File: config.mk
export PLATFORM = sky130hd
export DESIGN_NAME = dspt_timer
export DESIGN_NICKNAME = d
export VERILOG_FILES = /design/src/dspt_pkg.sv /design/src/dspt_channel.sv /design/src/dspt_prescaler.sv /design/src/dspt_timer.sv
export SDC_FILE = /design/constraint.sdc
export NUM_CORES = 1
export LEC_CHECK = 0
export ABC_AREA = 1
export BUFFER_PORTS_ARGS = -buffer_cell sky130_fd_sc_hd__buf_2
export CORE_ASPECT_RATIO = 0.6
export CORE_UTILIZATION = 40
export DETAILED_ROUTE_END_ITERATION = 8
export GPL_TIMING_DRIVEN = 0
export PLACE_DENSITY = 0.7
export SETUP_SLACK_MARGIN = 0.05
export SYNTH_ARGS = -nofsm -noshare
export SYNTH_HDL_FRONTEND = slang
export SYNTH_HIERARCHICAL = 1
export SYNTH_SLANG_ARGS = --single-unit
File: constraint.sdc
create_clock -name MCLK_I -period 3.65 [get_ports MCLK_I]
set_input_delay 0.365 -clock MCLK_I [delete_from_list [all_inputs] [get_ports MCLK_I]]
set_output_delay 0.365 -clock MCLK_I [all_outputs]
set_load 0.01 [all_outputs]
File: src/dspt_pkg.sv
package dspt_pkg;
  // register byte offsets
  localparam logic [7:0] OFS_CTRL    = 8'h00;
  localparam logic [7:0] OFS_CAPTOP  = 8'h04;
  localparam logic [7:0] OFS_CMPA    = 8'h08;
  localparam logic [7:0] OFS_CMPB    = 8'h0C;
  localparam logic [7:0] OFS_COUNT   = 8'h10;
  localparam logic [7:0] OFS_STATUS  = 8'h14;
  localparam logic [7:0] OFS_CLEAR   = 8'h18;
  localparam logic [7:0] OFS_ENABLE  = 8'h1C;
  // control field positions
  localparam int CTRL_MODE_LSB = 0;
  localparam int CTRL_COMA_LSB = 4;
  localparam int CTRL_COMB_LSB = 6;
  localparam int CTRL_PRE_LSB  = 8;
  localparam int CTRL_DIRA_BIT = 11;
  localparam int CTRL_DIRB_BIT = 12;
  localparam logic [31:0] CTRL_RESET = 32'h0000_0000;
  // waveform modes of this block
  localparam logic [3:0] MODE_PFC_CAPTOP = 4'h8;
  localparam logic [3:0] MODE_PFC_CMPA   = 4'h9;
  localparam logic [15:0] TOP_MIN = 16'h0003;
  localparam logic [15:0] BOTTOM  = 16'h0000;
  // status bit positions
  localparam int ST_OVF  = 0;
  localparam int ST_CMPA = 1;
  localparam int ST_CMPB = 2;
  localparam int ST_CAP  = 3;
  localparam int ST_W    = 4;
  typedef enum logic [1:0] {
    COM_OFF    = 2'h0,
    COM_TOGGLE = 2'h1,
    COM_NONINV = 2'h2,
    COM_INV    = 2'h3
  } dspt_com_t;
  typedef struct packed {
    logic             dir_b;
    logic             dir_a;
    logic [2:0]       prescale;
    dspt_com_t        com_b;
    dspt_com_t        com_a;
    logic [3:0]       mode;
  } dspt_ctrl_t;
  typedef struct packed {
    logic cap;
    logic cmp_b;
    logic cmp_a;
    logic ovf;
  } dspt_evt_t;
endpackage : dspt_pkg

File: src/dspt_channel.sv
`timescale 1ns/10ps
module dspt_channel #(
  parameter int W = 16
) (
  input  wire logic              clk_i,
  input  wire logic              rst_i,
  input  wire logic              tick_i,
  input  wire logic              enable_i,
  input  wire logic              toggle_ok_i,
  input  wire dspt_pkg::dspt_com_t com_i,
  input  wire logic              dir_out_i,
  input  wire logic              counting_up_i,
  input  wire logic [W-1:0]      count_i,
  input  wire logic [W-1:0]      cmp_i,
  output logic                   match_o,
  output logic                   pin_o,
  output logic                   pin_oe_o
);
  logic wave_reg;
  logic connected;
  assign match_o = tick_i && enable_i && (count_i == cmp_i);
  always_ff @(posedge clk_i or posedge rst_i) begin
    if (rst_i) begin
      wave_reg <= 1'b0;
    end else if (match_o) begin
      unique case (com_i)
        dspt_pkg::COM_NONINV: wave_reg <= ~counting_up_i;
        dspt_pkg::COM_INV:    wave_reg <= counting_up_i;
        dspt_pkg::COM_TOGGLE: wave_reg <= toggle_ok_i ? ~wave_reg : wave_reg;
        dspt_pkg::COM_OFF:    wave_reg <= wave_reg;
      endcase
    end
  end
  assign connected = enable_i && ((com_i == dspt_pkg::COM_NONINV) || (com_i == dspt_pkg::COM_INV)
                     || ((com_i == dspt_pkg::COM_TOGGLE) && toggle_ok_i));
  assign pin_oe_o = connected && dir_out_i;
  assign pin_o    = wave_reg;
endmodule : dspt_channel

File: src/dspt_prescaler.sv
`timescale 1ns/10ps
module dspt_prescaler (
  input  wire logic       clk_i,
  input  wire logic       rst_i,
  input  wire logic [2:0] sel_i,
  output logic            tick_o
);
  logic [9:0] div_reg;
  logic [9:0] div_next;
  always_ff @(posedge clk_i or posedge rst_i) begin
    if (rst_i) begin
      div_reg <= 10'h000;
    end else begin
      div_reg <= div_next;
    end
  end
  assign div_next = div_reg + 10'h001;
  // select 0 stops the timer; 1..5 give /1, /8, /64, /256, /1024
  // prescale factors
  always_comb begin
    unique case (sel_i)
      3'h1:    tick_o = 1'b1;
      3'h2:    tick_o = (div_reg[2:0] == 3'h7);
      3'h3:    tick_o = (div_reg[5:0] == 6'h3F);
      3'h4:    tick_o = (div_reg[7:0] == 8'hFF);
      3'h5:    tick_o = (div_reg == 10'h3FF);
      default: tick_o = 1'b0;
    endcase
  end
endmodule : dspt_prescaler

File: src/dspt_timer.sv
`timescale 1ns/10ps
// Behaviour
// - dual-slope phase/frequency correct mode runs for mode values 8 and 9
// - counter runs zero to top, then top back to zero, per tick
// - top from capture register in mode 8, compare A in mode 9
// - counter holds top value for exactly one tick before descending
// - top ranges from three up to full sixteen-bit maximum
// - non-inverting clears on up-match, sets on down-match; inverting reversed
// - output mode two is non-inverted PWM, three inverted PWM
// - compare buffers load at bottom; overflow flag set same tick
// - at top, set compare A flag or capture flag per top source
// - compare-match flag set on each tick in a dual-slope mode where counter equals active compare value
// - compare output reaches pin only when direction bit selects output
// - frequency is clock over two times prescale times top
// - compare zero gives constant low, equal top gives high, non-inverted
// - single clock with asynchronous reset; prescaled tick is a clock enable
// - output mode one toggles A when upper mode bit set, else off
// - output mode zero disconnects both compare outputs
module dspt_timer (
  input  wire logic        MCLK_I,
  input  wire logic        RST_I,
  input  wire logic        PSEL_I,
  input  wire logic        PENABLE_I,
  input  wire logic        PWRITE_I,
  input  wire logic [7:0]  PADDR_I,
  input  wire logic [31:0] PWDATA_I,
  output logic [31:0]      PRDATA_O,
  output logic             PREADY_O,
  output logic             PSLVERR_O,
  output logic             IRQ_O,
  output logic             COMPARE_OUTPUT_A_O,
  output logic             COMPARE_OUTPUT_A_OE_O,
  output logic             COMPARE_OUTPUT_B_O,
  output logic             COMPARE_OUTPUT_B_OE_O
);
  localparam int W = 16;

  dspt_pkg::dspt_ctrl_t ctrl_reg;
  logic [W-1:0]         capture_top_register_reg;
  logic [W-1:0]         cmp_a_buf_reg;
  logic [W-1:0]         cmp_b_buf_reg;
  logic [W-1:0]         compare_value_a_reg;
  logic [W-1:0]         compare_value_b_reg;
  logic [W-1:0]         counter_value_reg;
  logic                 counting_up_reg;
  logic [dspt_pkg::ST_W-1:0] status_reg;
  logic [dspt_pkg::ST_W-1:0] irq_en_reg;
  logic [31:0]          prdata_reg;
  logic                 timer_tick;
  logic                 pfc_mode;
  logic [W-1:0]         top_value;
  logic                 at_top;
  logic                 at_bottom;
  logic                 slope_up;
  logic                 match_a;
  logic                 match_b;
  logic                 wr_en;
  logic                 rd_en;
  logic [dspt_pkg::ST_W-1:0] evt;
  logic [dspt_pkg::ST_W-1:0] clr;

  assign wr_en = PSEL_I && PENABLE_I && PWRITE_I;
  assign rd_en = PSEL_I && PENABLE_I && !PWRITE_I;
  assign PREADY_O = 1'b1;
  assign PSLVERR_O = 1'b0;
  assign PRDATA_O = prdata_reg;

  dspt_prescaler u_pre (
    .clk_i  (MCLK_I),
    .rst_i  (RST_I),
    .sel_i  (ctrl_reg.prescale),
    .tick_o (timer_tick)
  );

  assign pfc_mode = (ctrl_reg.mode == dspt_pkg::MODE_PFC_CAPTOP) ||
                    (ctrl_reg.mode == dspt_pkg::MODE_PFC_CMPA);
  assign top_value = (ctrl_reg.mode == dspt_pkg::MODE_PFC_CMPA) ? compare_value_a_reg
                                                                : capture_top_register_reg;
  assign at_top    = (counter_value_reg == top_value);
  assign at_bottom = (counter_value_reg == dspt_pkg::BOTTOM);
  // compare units see the slope of the next step, so a compare at either end gives a steady level
  // slope at ends
  assign slope_up  = at_bottom || (counting_up_reg && !at_top);

  always_ff @(posedge MCLK_I or posedge RST_I) begin
    if (RST_I) begin
      ctrl_reg                 <= dspt_pkg::dspt_ctrl_t'(dspt_pkg::CTRL_RESET[12:0]);
      capture_top_register_reg <= 16'hFFFF;
      cmp_a_buf_reg            <= 16'h0000;
      cmp_b_buf_reg            <= 16'h0000;
      irq_en_reg               <= 4'h0;
    end else if (wr_en) begin
      unique case (PADDR_I)
        dspt_pkg::OFS_CTRL:   ctrl_reg <= dspt_pkg::dspt_ctrl_t'(PWDATA_I[12:0]);
        dspt_pkg::OFS_CAPTOP: capture_top_register_reg <= PWDATA_I[15:0];
        dspt_pkg::OFS_CMPA:   cmp_a_buf_reg <= PWDATA_I[15:0];
        dspt_pkg::OFS_CMPB:   cmp_b_buf_reg <= PWDATA_I[15:0];
        dspt_pkg::OFS_ENABLE: irq_en_reg <= PWDATA_I[3:0];
        default:              ;
      endcase
    end
  end

  // a count write wins over the tick so software can re-phase the slopes
  // dual-slope count
  always_ff @(posedge MCLK_I or posedge RST_I) begin
    if (RST_I) begin
      counter_value_reg <= 16'h0000;
      counting_up_reg   <= 1'b1;
    end else if (wr_en && PADDR_I == dspt_pkg::OFS_COUNT) begin
      counter_value_reg <= PWDATA_I[15:0];
    end else if (timer_tick && pfc_mode) begin
      if (counting_up_reg) begin
        if (at_top) begin
          counting_up_reg   <= 1'b0;
          counter_value_reg <= counter_value_reg - 16'h0001;
        end else begin
          counter_value_reg <= counter_value_reg + 16'h0001;
        end
      end else if (at_bottom) begin
        counting_up_reg   <= 1'b1;
        counter_value_reg <= counter_value_reg + 16'h0001;
      end else begin
        counter_value_reg <= counter_value_reg - 16'h0001;
      end
    end
  end

  // outside the dual-slope modes the buffers are transparent, so a later start begins with fresh values
  // reload at bottom
  always_ff @(posedge MCLK_I or posedge RST_I) begin
    if (RST_I) begin
      compare_value_a_reg <= 16'h0000;
      compare_value_b_reg <= 16'h0000;
    end else if (!pfc_mode || (timer_tick && at_bottom)) begin
      compare_value_a_reg <= cmp_a_buf_reg;
      compare_value_b_reg <= cmp_b_buf_reg;
    end
  end

  // channel A toggle allowed by upper mode bit
  dspt_channel #(.W(W)) u_ch_a (
    .clk_i         (MCLK_I),
    .rst_i         (RST_I),
    .tick_i        (timer_tick),
    .enable_i      (pfc_mode),
    .toggle_ok_i   (ctrl_reg.mode[3]),
    .com_i         (ctrl_reg.com_a),
    .dir_out_i     (ctrl_reg.dir_a),
    .counting_up_i (slope_up),
    .count_i       (counter_value_reg),
    .cmp_i         (compare_value_a_reg),
    .match_o       (match_a),
    .pin_o         (COMPARE_OUTPUT_A_O),
    .pin_oe_o      (COMPARE_OUTPUT_A_OE_O)
  );

  // channel B toggle reserved, kept disconnected
  dspt_channel #(.W(W)) u_ch_b (
    .clk_i         (MCLK_I),
    .rst_i         (RST_I),
    .tick_i        (timer_tick),
    .enable_i      (pfc_mode),
    .toggle_ok_i   (1'b0),
    .com_i         (ctrl_reg.com_b),
    .dir_out_i     (ctrl_reg.dir_b),
    .counting_up_i (slope_up),
    .count_i       (counter_value_reg),
    .cmp_i         (compare_value_b_reg),
    .match_o       (match_b),
    .pin_o         (COMPARE_OUTPUT_B_O),
    .pin_oe_o      (COMPARE_OUTPUT_B_OE_O)
  );

  always_comb begin
    evt = '0;
    evt[dspt_pkg::ST_OVF]  = pfc_mode && timer_tick && at_bottom;
    evt[dspt_pkg::ST_CMPA] = match_a;
    evt[dspt_pkg::ST_CMPB] = match_b;
    evt[dspt_pkg::ST_CAP]  = pfc_mode && timer_tick && at_top &&
                             (ctrl_reg.mode == dspt_pkg::MODE_PFC_CAPTOP);
  end
  assign clr = (wr_en && PADDR_I == dspt_pkg::OFS_CLEAR) ? PWDATA_I[3:0] : 4'h0;

  // set wins over clear
  always_ff @(posedge MCLK_I or posedge RST_I) begin
    if (RST_I) begin
      status_reg <= 4'h0;
    end else begin
      status_reg <= (status_reg & ~clr) | evt;
    end
  end
  assign IRQ_O = |(status_reg & irq_en_reg);

  always_ff @(posedge MCLK_I or posedge RST_I) begin
    if (RST_I) begin
      prdata_reg <= 32'h0000_0000;
    end else if (PSEL_I && !PENABLE_I && !PWRITE_I) begin
      unique case (PADDR_I)
        dspt_pkg::OFS_CTRL:   prdata_reg <= {19'h0_0000, ctrl_reg};
        dspt_pkg::OFS_CAPTOP: prdata_reg <= {16'h0000, capture_top_register_reg};
        dspt_pkg::OFS_CMPA:   prdata_reg <= {16'h0000, cmp_a_buf_reg};
        dspt_pkg::OFS_CMPB:   prdata_reg <= {16'h0000, cmp_b_buf_reg};
        dspt_pkg::OFS_COUNT:  prdata_reg <= {counting_up_reg, 15'h0000, counter_value_reg};
        dspt_pkg::OFS_STATUS: prdata_reg <= {28'h000_0000, status_reg};
        dspt_pkg::OFS_ENABLE: prdata_reg <= {28'h000_0000, irq_en_reg};
        default:              prdata_reg <= 32'h0000_0000;
      endcase
    end
  end

  // a period that saw a bus write or another mode is not judged, its top may have moved
  // ticks per period
  logic [W:0] period_ticks_reg;
  logic       period_clean_reg;
  always_ff @(posedge MCLK_I or posedge RST_I) begin
    if (RST_I) begin
      period_ticks_reg <= '0;
      period_clean_reg <= 1'b0;
    end else if (pfc_mode && timer_tick && at_bottom) begin
      period_ticks_reg <= {{W{1'b0}}, 1'b1};
      period_clean_reg <= !wr_en;
    end else begin
      if (pfc_mode && timer_tick) begin
        period_ticks_reg <= period_ticks_reg + {{W{1'b0}}, 1'b1};
      end
      if (wr_en || !pfc_mode) begin
        period_clean_reg <= 1'b0;
      end
    end
  end

  // assertions
  AST_TOP_TURN: assert property (@(posedge MCLK_I) disable iff (RST_I)
    (pfc_mode && timer_tick && counting_up_reg && at_top && top_value != 16'h0000 &&
     !(wr_en && PADDR_I == dspt_pkg::OFS_COUNT)) |=> !counting_up_reg &&
     counter_value_reg == $past(counter_value_reg) - 16'h0001)
    else $error("counter did not turn at top");
  AST_BOTTOM_TURN: assert property (@(posedge MCLK_I) disable iff (RST_I)
    (pfc_mode && timer_tick && !counting_up_reg && at_bottom && !wr_en) |=> counting_up_reg &&
     counter_value_reg == 16'h0001)
    else $error("counter did not turn at bottom");
  AST_OVF_SET: assert property (@(posedge MCLK_I) disable iff (RST_I)
    (pfc_mode && timer_tick && at_bottom) |=> status_reg[dspt_pkg::ST_OVF] &&
     compare_value_a_reg == $past(cmp_a_buf_reg))
    else $error("overflow flag or reload missing at bottom");
  AST_HOLD_NO_TICK: assert property (@(posedge MCLK_I) disable iff (RST_I)
    (!timer_tick && !wr_en) |=> $stable(counter_value_reg))
    else $error("counter moved without tick");
  AST_CAP_FLAG: assert property (@(posedge MCLK_I) disable iff (RST_I)
    (timer_tick && at_top && ctrl_reg.mode == dspt_pkg::MODE_PFC_CAPTOP) |=> status_reg[dspt_pkg::ST_CAP])
    else $error("capture flag not set at top");
  AST_CMPA_FLAG: assert property (@(posedge MCLK_I) disable iff (RST_I)
    (pfc_mode && timer_tick && counter_value_reg == compare_value_a_reg) |=> status_reg[dspt_pkg::ST_CMPA])
    else $error("compare A flag not set");
  AST_NONINV_UP: assert property (@(posedge MCLK_I) disable iff (RST_I)
    (match_a && ctrl_reg.com_a == dspt_pkg::COM_NONINV && slope_up) |=> !COMPARE_OUTPUT_A_O)
    else $error("non-inverted output not cleared on up match");
  AST_INV_UP: assert property (@(posedge MCLK_I) disable iff (RST_I)
    (match_a && ctrl_reg.com_a == dspt_pkg::COM_INV && slope_up) |=> COMPARE_OUTPUT_A_O)
    else $error("inverted output not set on up match");
  AST_NONINV_DOWN: assert property (@(posedge MCLK_I) disable iff (RST_I)
    (match_b && ctrl_reg.com_b == dspt_pkg::COM_NONINV && !slope_up) |=> COMPARE_OUTPUT_B_O)
    else $error("non-inverted output not set on down match");
  AST_OFF_PIN: assert property (@(posedge MCLK_I) disable iff (RST_I)
    ctrl_reg.com_a == dspt_pkg::COM_OFF |-> !COMPARE_OUTPUT_A_OE_O)
    else $error("pin driven while output mode is off");
  AST_B_TOGGLE_OFF: assert property (@(posedge MCLK_I) disable iff (RST_I)
    ctrl_reg.com_b == dspt_pkg::COM_TOGGLE |-> !COMPARE_OUTPUT_B_OE_O)
    else $error("channel b driven in reserved toggle mode");
  AST_MODE_IDLE: assert property (@(posedge MCLK_I) disable iff (RST_I)
    (!pfc_mode && !wr_en) |=> $stable(counter_value_reg))
    else $error("counter moved outside dual-slope modes");
  AST_CMPA_TOP_FLAG: assert property (@(posedge MCLK_I) disable iff (RST_I)
    (ctrl_reg.mode == dspt_pkg::MODE_PFC_CMPA && timer_tick && at_top) |=> status_reg[dspt_pkg::ST_CMPA])
    else $error("compare A flag not set at top");
  AST_BUF_HOLD: assert property (@(posedge MCLK_I) disable iff (RST_I)
    (pfc_mode && !(timer_tick && at_bottom)) |=> $stable(compare_value_b_reg))
    else $error("compare value reloaded away from bottom");
  AST_PERIOD: assert property (@(posedge MCLK_I) disable iff (RST_I)
    (pfc_mode && timer_tick && at_bottom && period_clean_reg) |-> period_ticks_reg == {top_value, 1'b0})
    else $error("period is not twice the top value");
  AST_CLEAR: assert property (@(posedge MCLK_I) disable iff (RST_I)
    (wr_en && PADDR_I == dspt_pkg::OFS_CLEAR) |=> ((status_reg & $past(clr) & ~$past(evt)) == 4'h0))
    else $error("status bit survived its clear");
  AST_PIN_GATE: assert property (@(posedge MCLK_I) disable iff (RST_I)
    !ctrl_reg.dir_b |-> !COMPARE_OUTPUT_B_OE_O)
    else $error("pin driven while direction is input");
  AST_IRQ: assert property (@(posedge MCLK_I) disable iff (RST_I)
    (|(evt & irq_en_reg) && !(wr_en && PADDR_I == dspt_pkg::OFS_ENABLE)) |=> IRQ_O)
    else $error("interrupt not raised by enabled event");
  COV_TOP: cover property (@(posedge MCLK_I) disable iff (RST_I) timer_tick && at_top && pfc_mode);
  COV_OVF: cover property (@(posedge MCLK_I) disable iff (RST_I) evt[dspt_pkg::ST_OVF]);
  COV_MATCH_DOWN: cover property (@(posedge MCLK_I) disable iff (RST_I) match_b && !slope_up);
  COV_TOGGLE_A: cover property (@(posedge MCLK_I) disable iff (RST_I) match_a && ctrl_reg.com_a == dspt_pkg::COM_TOGGLE);
  COV_STATUS_READ: cover property (@(posedge MCLK_I) disable iff (RST_I) rd_en && PADDR_I == dspt_pkg::OFS_STATUS);
endmodule : dspt_timer

==> flow_metrics.env, run 1 <==
export IMPL_status="finished, final reports clean"
export IMPL_path_buf_inv=4
export IMPL_yosysWarnings=6
export IMPL_clkPwrFrac_pct=46.9
export IMPL_seqCellArea_um2=3700
export IMPL_largest_reg_flops=17
export IMPL_grt_overflow=0
export IMPL_wire_per_inst_um=18.3
export IMPL_tns_ns=0
export IMPL_fin_skew_ns=0.0101
export IMPL_grt_pass1_vias=8447
export IMPL_grt_setup_unrepaired="no"
export IMPL_start_kind="flop"
export IMPL_required_ns=4.02
export IMPL_fin_crit_sh_pct=88.5
export IMPL_layout_cells_non_filler=1687
export IMPL_worstPathMaxFanout=10
export IMPL_ir_worst_vdd_mv=0.295
export IMPL_ys_ff_latch=147
export IMPL_synth_avg_cell_area_um2=6.86
export IMPL_post_dp_hpwl_um=24300
export IMPL_power_density_nw_per_um2=367
export IMPL_grt_antenna_before_repair=0
export IMPL_p_int_mw=2.77
export IMPL_final_core_util_pct=47.8
export IMPL_start_util_pct=41.7
export IMPL_hold_violations=0
export IMPL_track_usage_pct=27.7
export IMPL_critical_path_max_stage_delay_ns=0.70
export IMPL_synth_cell_type_count=40
export IMPL_first_pass_iters=6
export IMPL_setup_viol=0
export IMPL_tritoncts="done"
export IMPL_syn_cell_area_um2=8960
export IMPL_p_comb_share_pct=8.3
export IMPL_grt_max_degree=43
export IMPL_grt_pass1_wl_um=47900
export IMPL_die_w_um=195
export IMPL_p_switching_mw=1.01
export IMPL_cts_buffers=17
export IMPL_ys_top_cells_by_area="dfrtp_1 (36%), nand2_1 (18%), inv_1 (8.7%)"
export IMPL_path_common_cell="nand2_1"
export IMPL_drive_gt1_share_pct=10.7
export IMPL_power_frac_seq_pct=44.7
export IMPL_finalWirelength_um=30900
export IMPL_dp_cells=1654
export IMPL_critPathArrivalTime_ns=3.60
export IMPL_swShare_pct=26.7
export IMPL_n_antenna_cell=0
export IMPL_gp_congestion=0.962
export IMPL_die_h_um=118
export IMPL_cp_slowest_cell="nor2_1"
export IMPL_htreeDepth=4
export IMPL_drv_slew=0
export IMPL_synth_top_area_share_pct=36.3
export IMPL_clockBufferDepth=2
export IMPL_final_nets=1445
export IMPL_io_buffers=50
export IMPL_clock_sinks=147
export IMPL_path_cells="ha_1, nand3_1, o21bai_1, nand2_1, nand2_1, nand2_1, inv_1, inv_1, nor2_1, inv_1, nor2_1, clkbuf_1, nand3_1, nand2_1"
export IMPL_syn_inst=1306
export IMPL_crit_type="reg2reg"
export IMPL_fmax_mhz=310
export IMPL_routed_via_count=9031
export IMPL_synth_top_area_cell="dfrtp_1"
export IMPL_via_per_inst=5.35
export IMPL_ys_seq_area_share_pct=41.3
export IMPL_cts_setup_buffers=0
export IMPL_hp_class="in2reg"
export IMPL_multi_input_area_um2=4190
export IMPL_fillers=2153
export IMPL_relSlewSlack_pct=39.2
export IMPL_route_detailed_drc=0
export IMPL_finalCriticalPeriod_ns=3.23
export IMPL_drv_cap=0
export IMPL_dr_first_iter_drc_count=1027
export IMPL_syn2layout_area_growth_pct=14.7
export IMPL_detail_route_antenna_nets=0
export IMPL_clk_latency_ns=0.44
export IMPL_worst_setup_path_end_kind="flop"
export IMPL_clock_root_buffer="clkbuf_16"
export IMPL_critPathTopFamily="simple AND/OR/NAND/NOR gates"
export IMPL_leakagePower_nw=5.21
export IMPL_rows=41
export IMPL_dieArea_um2=23000
export IMPL_tightestPinTransition_ns=0.907
export IMPL_clk_pin_slew_ns=0.07
export IMPL_ios=84
export IMPL_core_area_um2=21500
through the flow:
| stage | hold WS (ns) | worst slack (ns) | cell area, um2 | power (mW) |
|---|---|---|---|---|
| CTS | 0.242 | 0.544 | 10300 | 3.78 |
| floorplan | 0.0937 | 1.52 | 9020 | 1.91 |
| finish | 0.248 | 0.421 | 10300 | 3.78 |
| global route | 0.260 | 0.161 | 10300 | 3.89 |
| global placement | 0.248 | 0.479 | 9620 | 2.01 |
| detailed placement | 0.255 | 0.564 | 9680 | 2.02 |
logic make-up (layout without fill, tap and decap cells):
logic type / Yosys count / in the layout / synth area share, %
flip-flops: 147 / 147 / 41.3
AND/OR/NAND/NOR: 655 / 655 / 30.0
buffers and inverters: 272 / 358 / 12.6
adder cells (fa/ha/maj): 5 / 5 / 0.699
XOR/XNOR: 37 / 37 / 3.62
AO/OA/AOI/OAI: 188 / 188 / 11.6
other: 2 / 18 / 0.0839
cells in the mapped netlist:
cell,instances
nand2_2,2
dfstp_2,17
o21ai_1,24
clkbuf_1,23
xnor2_1,10
conb_1,2
a221oi_1,1
a211oi_1,4
nand2_4,2
o21ai_4,1
o31ai_1,2
nor2_1,86
buf_6,3
nand3b_1,1
o21bai_1,3
nand4_1,20
nor4b_1,1
o21ai_0,107
buf_4,20
o22ai_1,22
a21oi_1,13
o211ai_1,5
dfrtp_1,130
inv_2,3
nor4_1,1
nand2_1,439
and3_1,1
buf_2,11
xor2_1,27
ha_1,5
nand3_1,84
nor3_1,11
inv_1,207
clkinv_1,5
nor2_4,1
o2111ai_1,4
or4_4,1
o221ai_1,2
or3_1,1
nor2_2,4
cell usage in the layout, fill, tap and decap left out, drive strengths merged, types with 22 or more instances in the layout:
master / synthesis / final
o21ai: 132 / 132
nand2: 443 / 443
xor2: 27 / 27
o22ai: 22 / 22
buf: 34 / 87
nand3: 84 / 84
clkbuf: 23 / 41
dfrtp: 130 / 130
inv: 210 / 213
nor2: 91 / 91
power groups by stage:
stage          Combinational, mW  Clock, mW  Sequential [mW]
6_report                   0.315       1.77             1.69
5_1_grt                    0.350       1.85             1.69
4_1_cts                    0.307       1.78             1.69
3_5_place_dp               0.304          0             1.72
3_3_place_gp               0.291          0             1.72
2_1_floorplan              0.205          0             1.71
metal layers:
metal	GRT usage, %	vias to the layer above	wire, um
li1	-	4233	-
met1	42.6	4250	14700
met2	36.7	510	11700
met3	8.37	38	4040
met4	6.94	0	447
met5	0	-	0
final timing paths:
path	endpoint	startpoint	depth (start not counted)	slack, ns
min in group asynchronous	u_ch_a/pin_o	RST_I	3	0.35
worst min-delay path	capture_top_register_reg[15]	PWDATA_I[15]	3	0.25
max in group asynchronous	capture_top_register_reg[1]	RST_I	5	2.18
worst min register to register	u_pre/div_reg[0]	u_pre/div_reg[0]	1	0.45
worst max register to register	counter_value_reg[6]	u_pre/div_reg[0]	14	0.42
worst max-delay path	counter_value_reg[6]	u_pre/div_reg[0]	14	0.42
final cells by class:
cell class | instances | area share, %
tap | 279 | 3.40
sequential | 147 | 36.0
inverter | 215 | 7.89
multi-input combinational | 903 | 40.8
clock inverter | 14 | 1.47
buffer | 57 | 3.17
timing repair buffer | 54 | 3.12
clock buffer | 18 | 4.18
worst reg2reg max path: stages, from the launching register on:
cell	delay (ns)
dfrtp_1	0.37
ha_1	0.18
nand3_1	0.16
o21bai_1	0.18
nand2_1	0.07
nand2_1	0.06
nand2_1	0.08
inv_1	0.16
inv_1	0.12
nor2_1	0.16
inv_1	0.11
nor2_1	0.71
clkbuf_1	0.57
nand3_1	0.16
nand2_1	0.10
timing repair:
| item | 4_1_cts | 5_1_grt |
|---|---|---|
| hold buffers | 1 | 0 |
| resized for setup | 0 | 0 |
| hold endpoints to repair | 12 | 0 |
Power figures use the tool's default switching activity.
==> run 2, diff against run 1 <==
--- a/config.mk
+++ b/config.mk
@@ -9,4 +9,5 @@
 export BUFFER_PORTS_ARGS = -buffer_cell sky130_fd_sc_hd__buf_2
 export CORE_ASPECT_RATIO = 0.6
+export CORE_MARGIN = 4
 export CORE_UTILIZATION = 40
 export DETAILED_ROUTE_END_ITERATION = 8
==> constraint.sdc (replaced) <==
create_clock -name MCLK_I -period 3.65 [get_ports MCLK_I]
set_input_delay 0.73 -clock MCLK_I [delete_from_list [all_inputs] [get_ports MCLK_I]]
set_output_delay 0.73 -clock MCLK_I [all_outputs]
set_load 0.01 [all_outputs]
==> flow_metrics.env, run 2 (synthesized netlist as in run 1, its figures left out) <==
export IMPL_tritoncts="done"
export IMPL_grt_antenna_before_repair=0
export IMPL_ir_worst_vdd_mv=0.324
export IMPL_io_buffers=50
export IMPL_dieArea_um2=24900
export IMPL_dpl_worst_slack_ns=0.262
export IMPL_leakagePower_nw=5.20
export IMPL_postLayoutCellArea_um2=10300
export IMPL_drive_gt1_share_pct=10.7
export IMPL_syn2layout_area_growth_pct=14.8
export IMPL_cts_buffers=17
export IMPL_cts_resized=0
export IMPL_final_nets=1444
export IMPL_clock_sinks=147
export IMPL_r2r_slack_ns=0.33
export IMPL_clk_latency_ns=0.44
export IMPL_die_h_um=124
export IMPL_layout_setup_ws_ns=0.333
export IMPL_critPathArrivalTime_ns=3.70
export IMPL_final_cell_mix="nand2_1 (439), inv_1 (206), dfrtp_1 (130)"
export IMPL_reg2reg_to="counter_value_reg[5]"
export IMPL_cts_hold_buffers=0
export IMPL_fin_skew_ns=0.00815
export IMPL_routed_via_count=9057
export IMPL_fmax_mhz=301
export IMPL_tightestPinTransition_ns=1.42
export IMPL_r2r_start="u_pre/div_reg[0]"
export IMPL_start_kind="flop"
export IMPL_final_core_util_pct=46.7
export IMPL_required_ns=4.03
export IMPL_hold_violations=0
export IMPL_relSlewSlack_pct=4.54
export IMPL_fin_crit_sh_pct=90.9
export IMPL_drv_slew=0
export IMPL_grt_pass1_vias=8435
export IMPL_cts_setup_buffers=0
export IMPL_wire_per_inst_um=18.0
export IMPL_gp_congestion=0.983
export IMPL_track_usage_pct=24.9
export IMPL_first_pass_iters=6
export IMPL_crit_type="reg2reg"
export IMPL_grt_pass1_wl_um=47100
export IMPL_grt_overflow=0
export IMPL_detail_route_antenna_nets=0
export IMPL_die_w_um=201
export IMPL_start_util_pct=40.7
export IMPL_grt_setup_unrepaired="no"
export IMPL_clock_root_buffer="clkbuf_16"
export IMPL_status="finished, final reports clean"
export IMPL_core_area_um2=22000
export IMPL_worstRegToRegCells=14
export IMPL_drv_cap=0
export IMPL_hp_class="in2async"
export IMPL_clk_pin_slew_ns=0.06
export IMPL_ios=84
export IMPL_clockBufferDepth=2
export IMPL_power_density_nw_per_um2=369
export IMPL_grt_max_degree=43
export IMPL_htreeDepth=4
export IMPL_via_per_inst=5.35
export IMPL_finalCriticalPeriod_ns=3.32
export IMPL_post_dp_hpwl_um=24100
export IMPL_dr_first_iter_drc_count=1079
export IMPL_rows=42
export IMPL_layout_commonest_cell="nand2_1"
export IMPL_setup_viol=0
export IMPL_worstPathMaxFanout=10
export IMPL_placed_area_um2=9690
export IMPL_route_detailed_drc=0
export IMPL_largest_reg_flops=17
export IMPL_n_antenna_cell=0
export IMPL_tns_ns=0
export IMPL_finalWirelength_um=30500
export IMPL_worst_setup_path_end_kind="flop"
export IMPL_hold_ws_ns=0.164
run 2: where the power goes:
group,internal [mW],leakage [nW],switching (mW),total [mW]
registers,1.66,1.87,0.0329,1.69
clock network,1.03,0.279,0.762,1.79
logic,0.0977,3.05,0.214,0.311
run 2: worst max-delay path by stage:
stage / startpoint / end / slack, ns
floorplan: RST_I / PRDATA_O[0] / 1.25
global placement: RST_I / compare_value_b_reg[13] / 0.23
detailed placement: PSEL_I / counter_value_reg[5] / 0.26
CTS: u_pre/div_reg[0] / counter_value_reg[1] / 0.54
global route: u_pre/div_reg[0] / counter_value_reg[8] / 0.1
finish: u_pre/div_reg[0] / counter_value_reg[5] / 0.33
run 2: area by class of cell:
type / instances / area (um2)
Multi-Input combinational cell: 903 / 4180
Timing Repair Buffer: 53 / 310
Clock buffer: 18 / 439
Clock inverter: 14 / 153
Sequential cell: 147 / 3700
Fill cell: 2161 / 11700
Buffer: 57 / 325
Inverter: 215 / 811
Tap cell: 286 / 358
run 2: stage by stage:
| step | instances | power (mW) |
|---|---|---|
| after global routing | 1693 | 3.92 |
| after CTS | 1693 | 3.79 |
| after global placement | 1658 | 2.01 |
| after floorplan | 1322 | 1.91 |
| final | 1693 | 3.79 |
| after detailed placement | 1661 | 2.02 |
run 2: layer usage:
layer	GRT usage [%]	wire length (um)
met3	9.03	4250
met2	33.1	11600
met1	37.9	14300
met4	6.19	405
met5	0	0
run 2: worst max-delay path, stage by stage (launching register included):
cell,delay (ns)
dfrtp_1,0.37
ha_1,0.18
nand3_1,0.18
inv_1,0.09
nand2_1,0.09
o21ai_1,0.13
nand2_1,0.12
inv_1,0.14
inv_1,0.11
nor2_1,0.17
inv_1,0.09
nor2_1,0.74
clkbuf_1,0.56
nand3_1,0.17
nand2_1,0.10
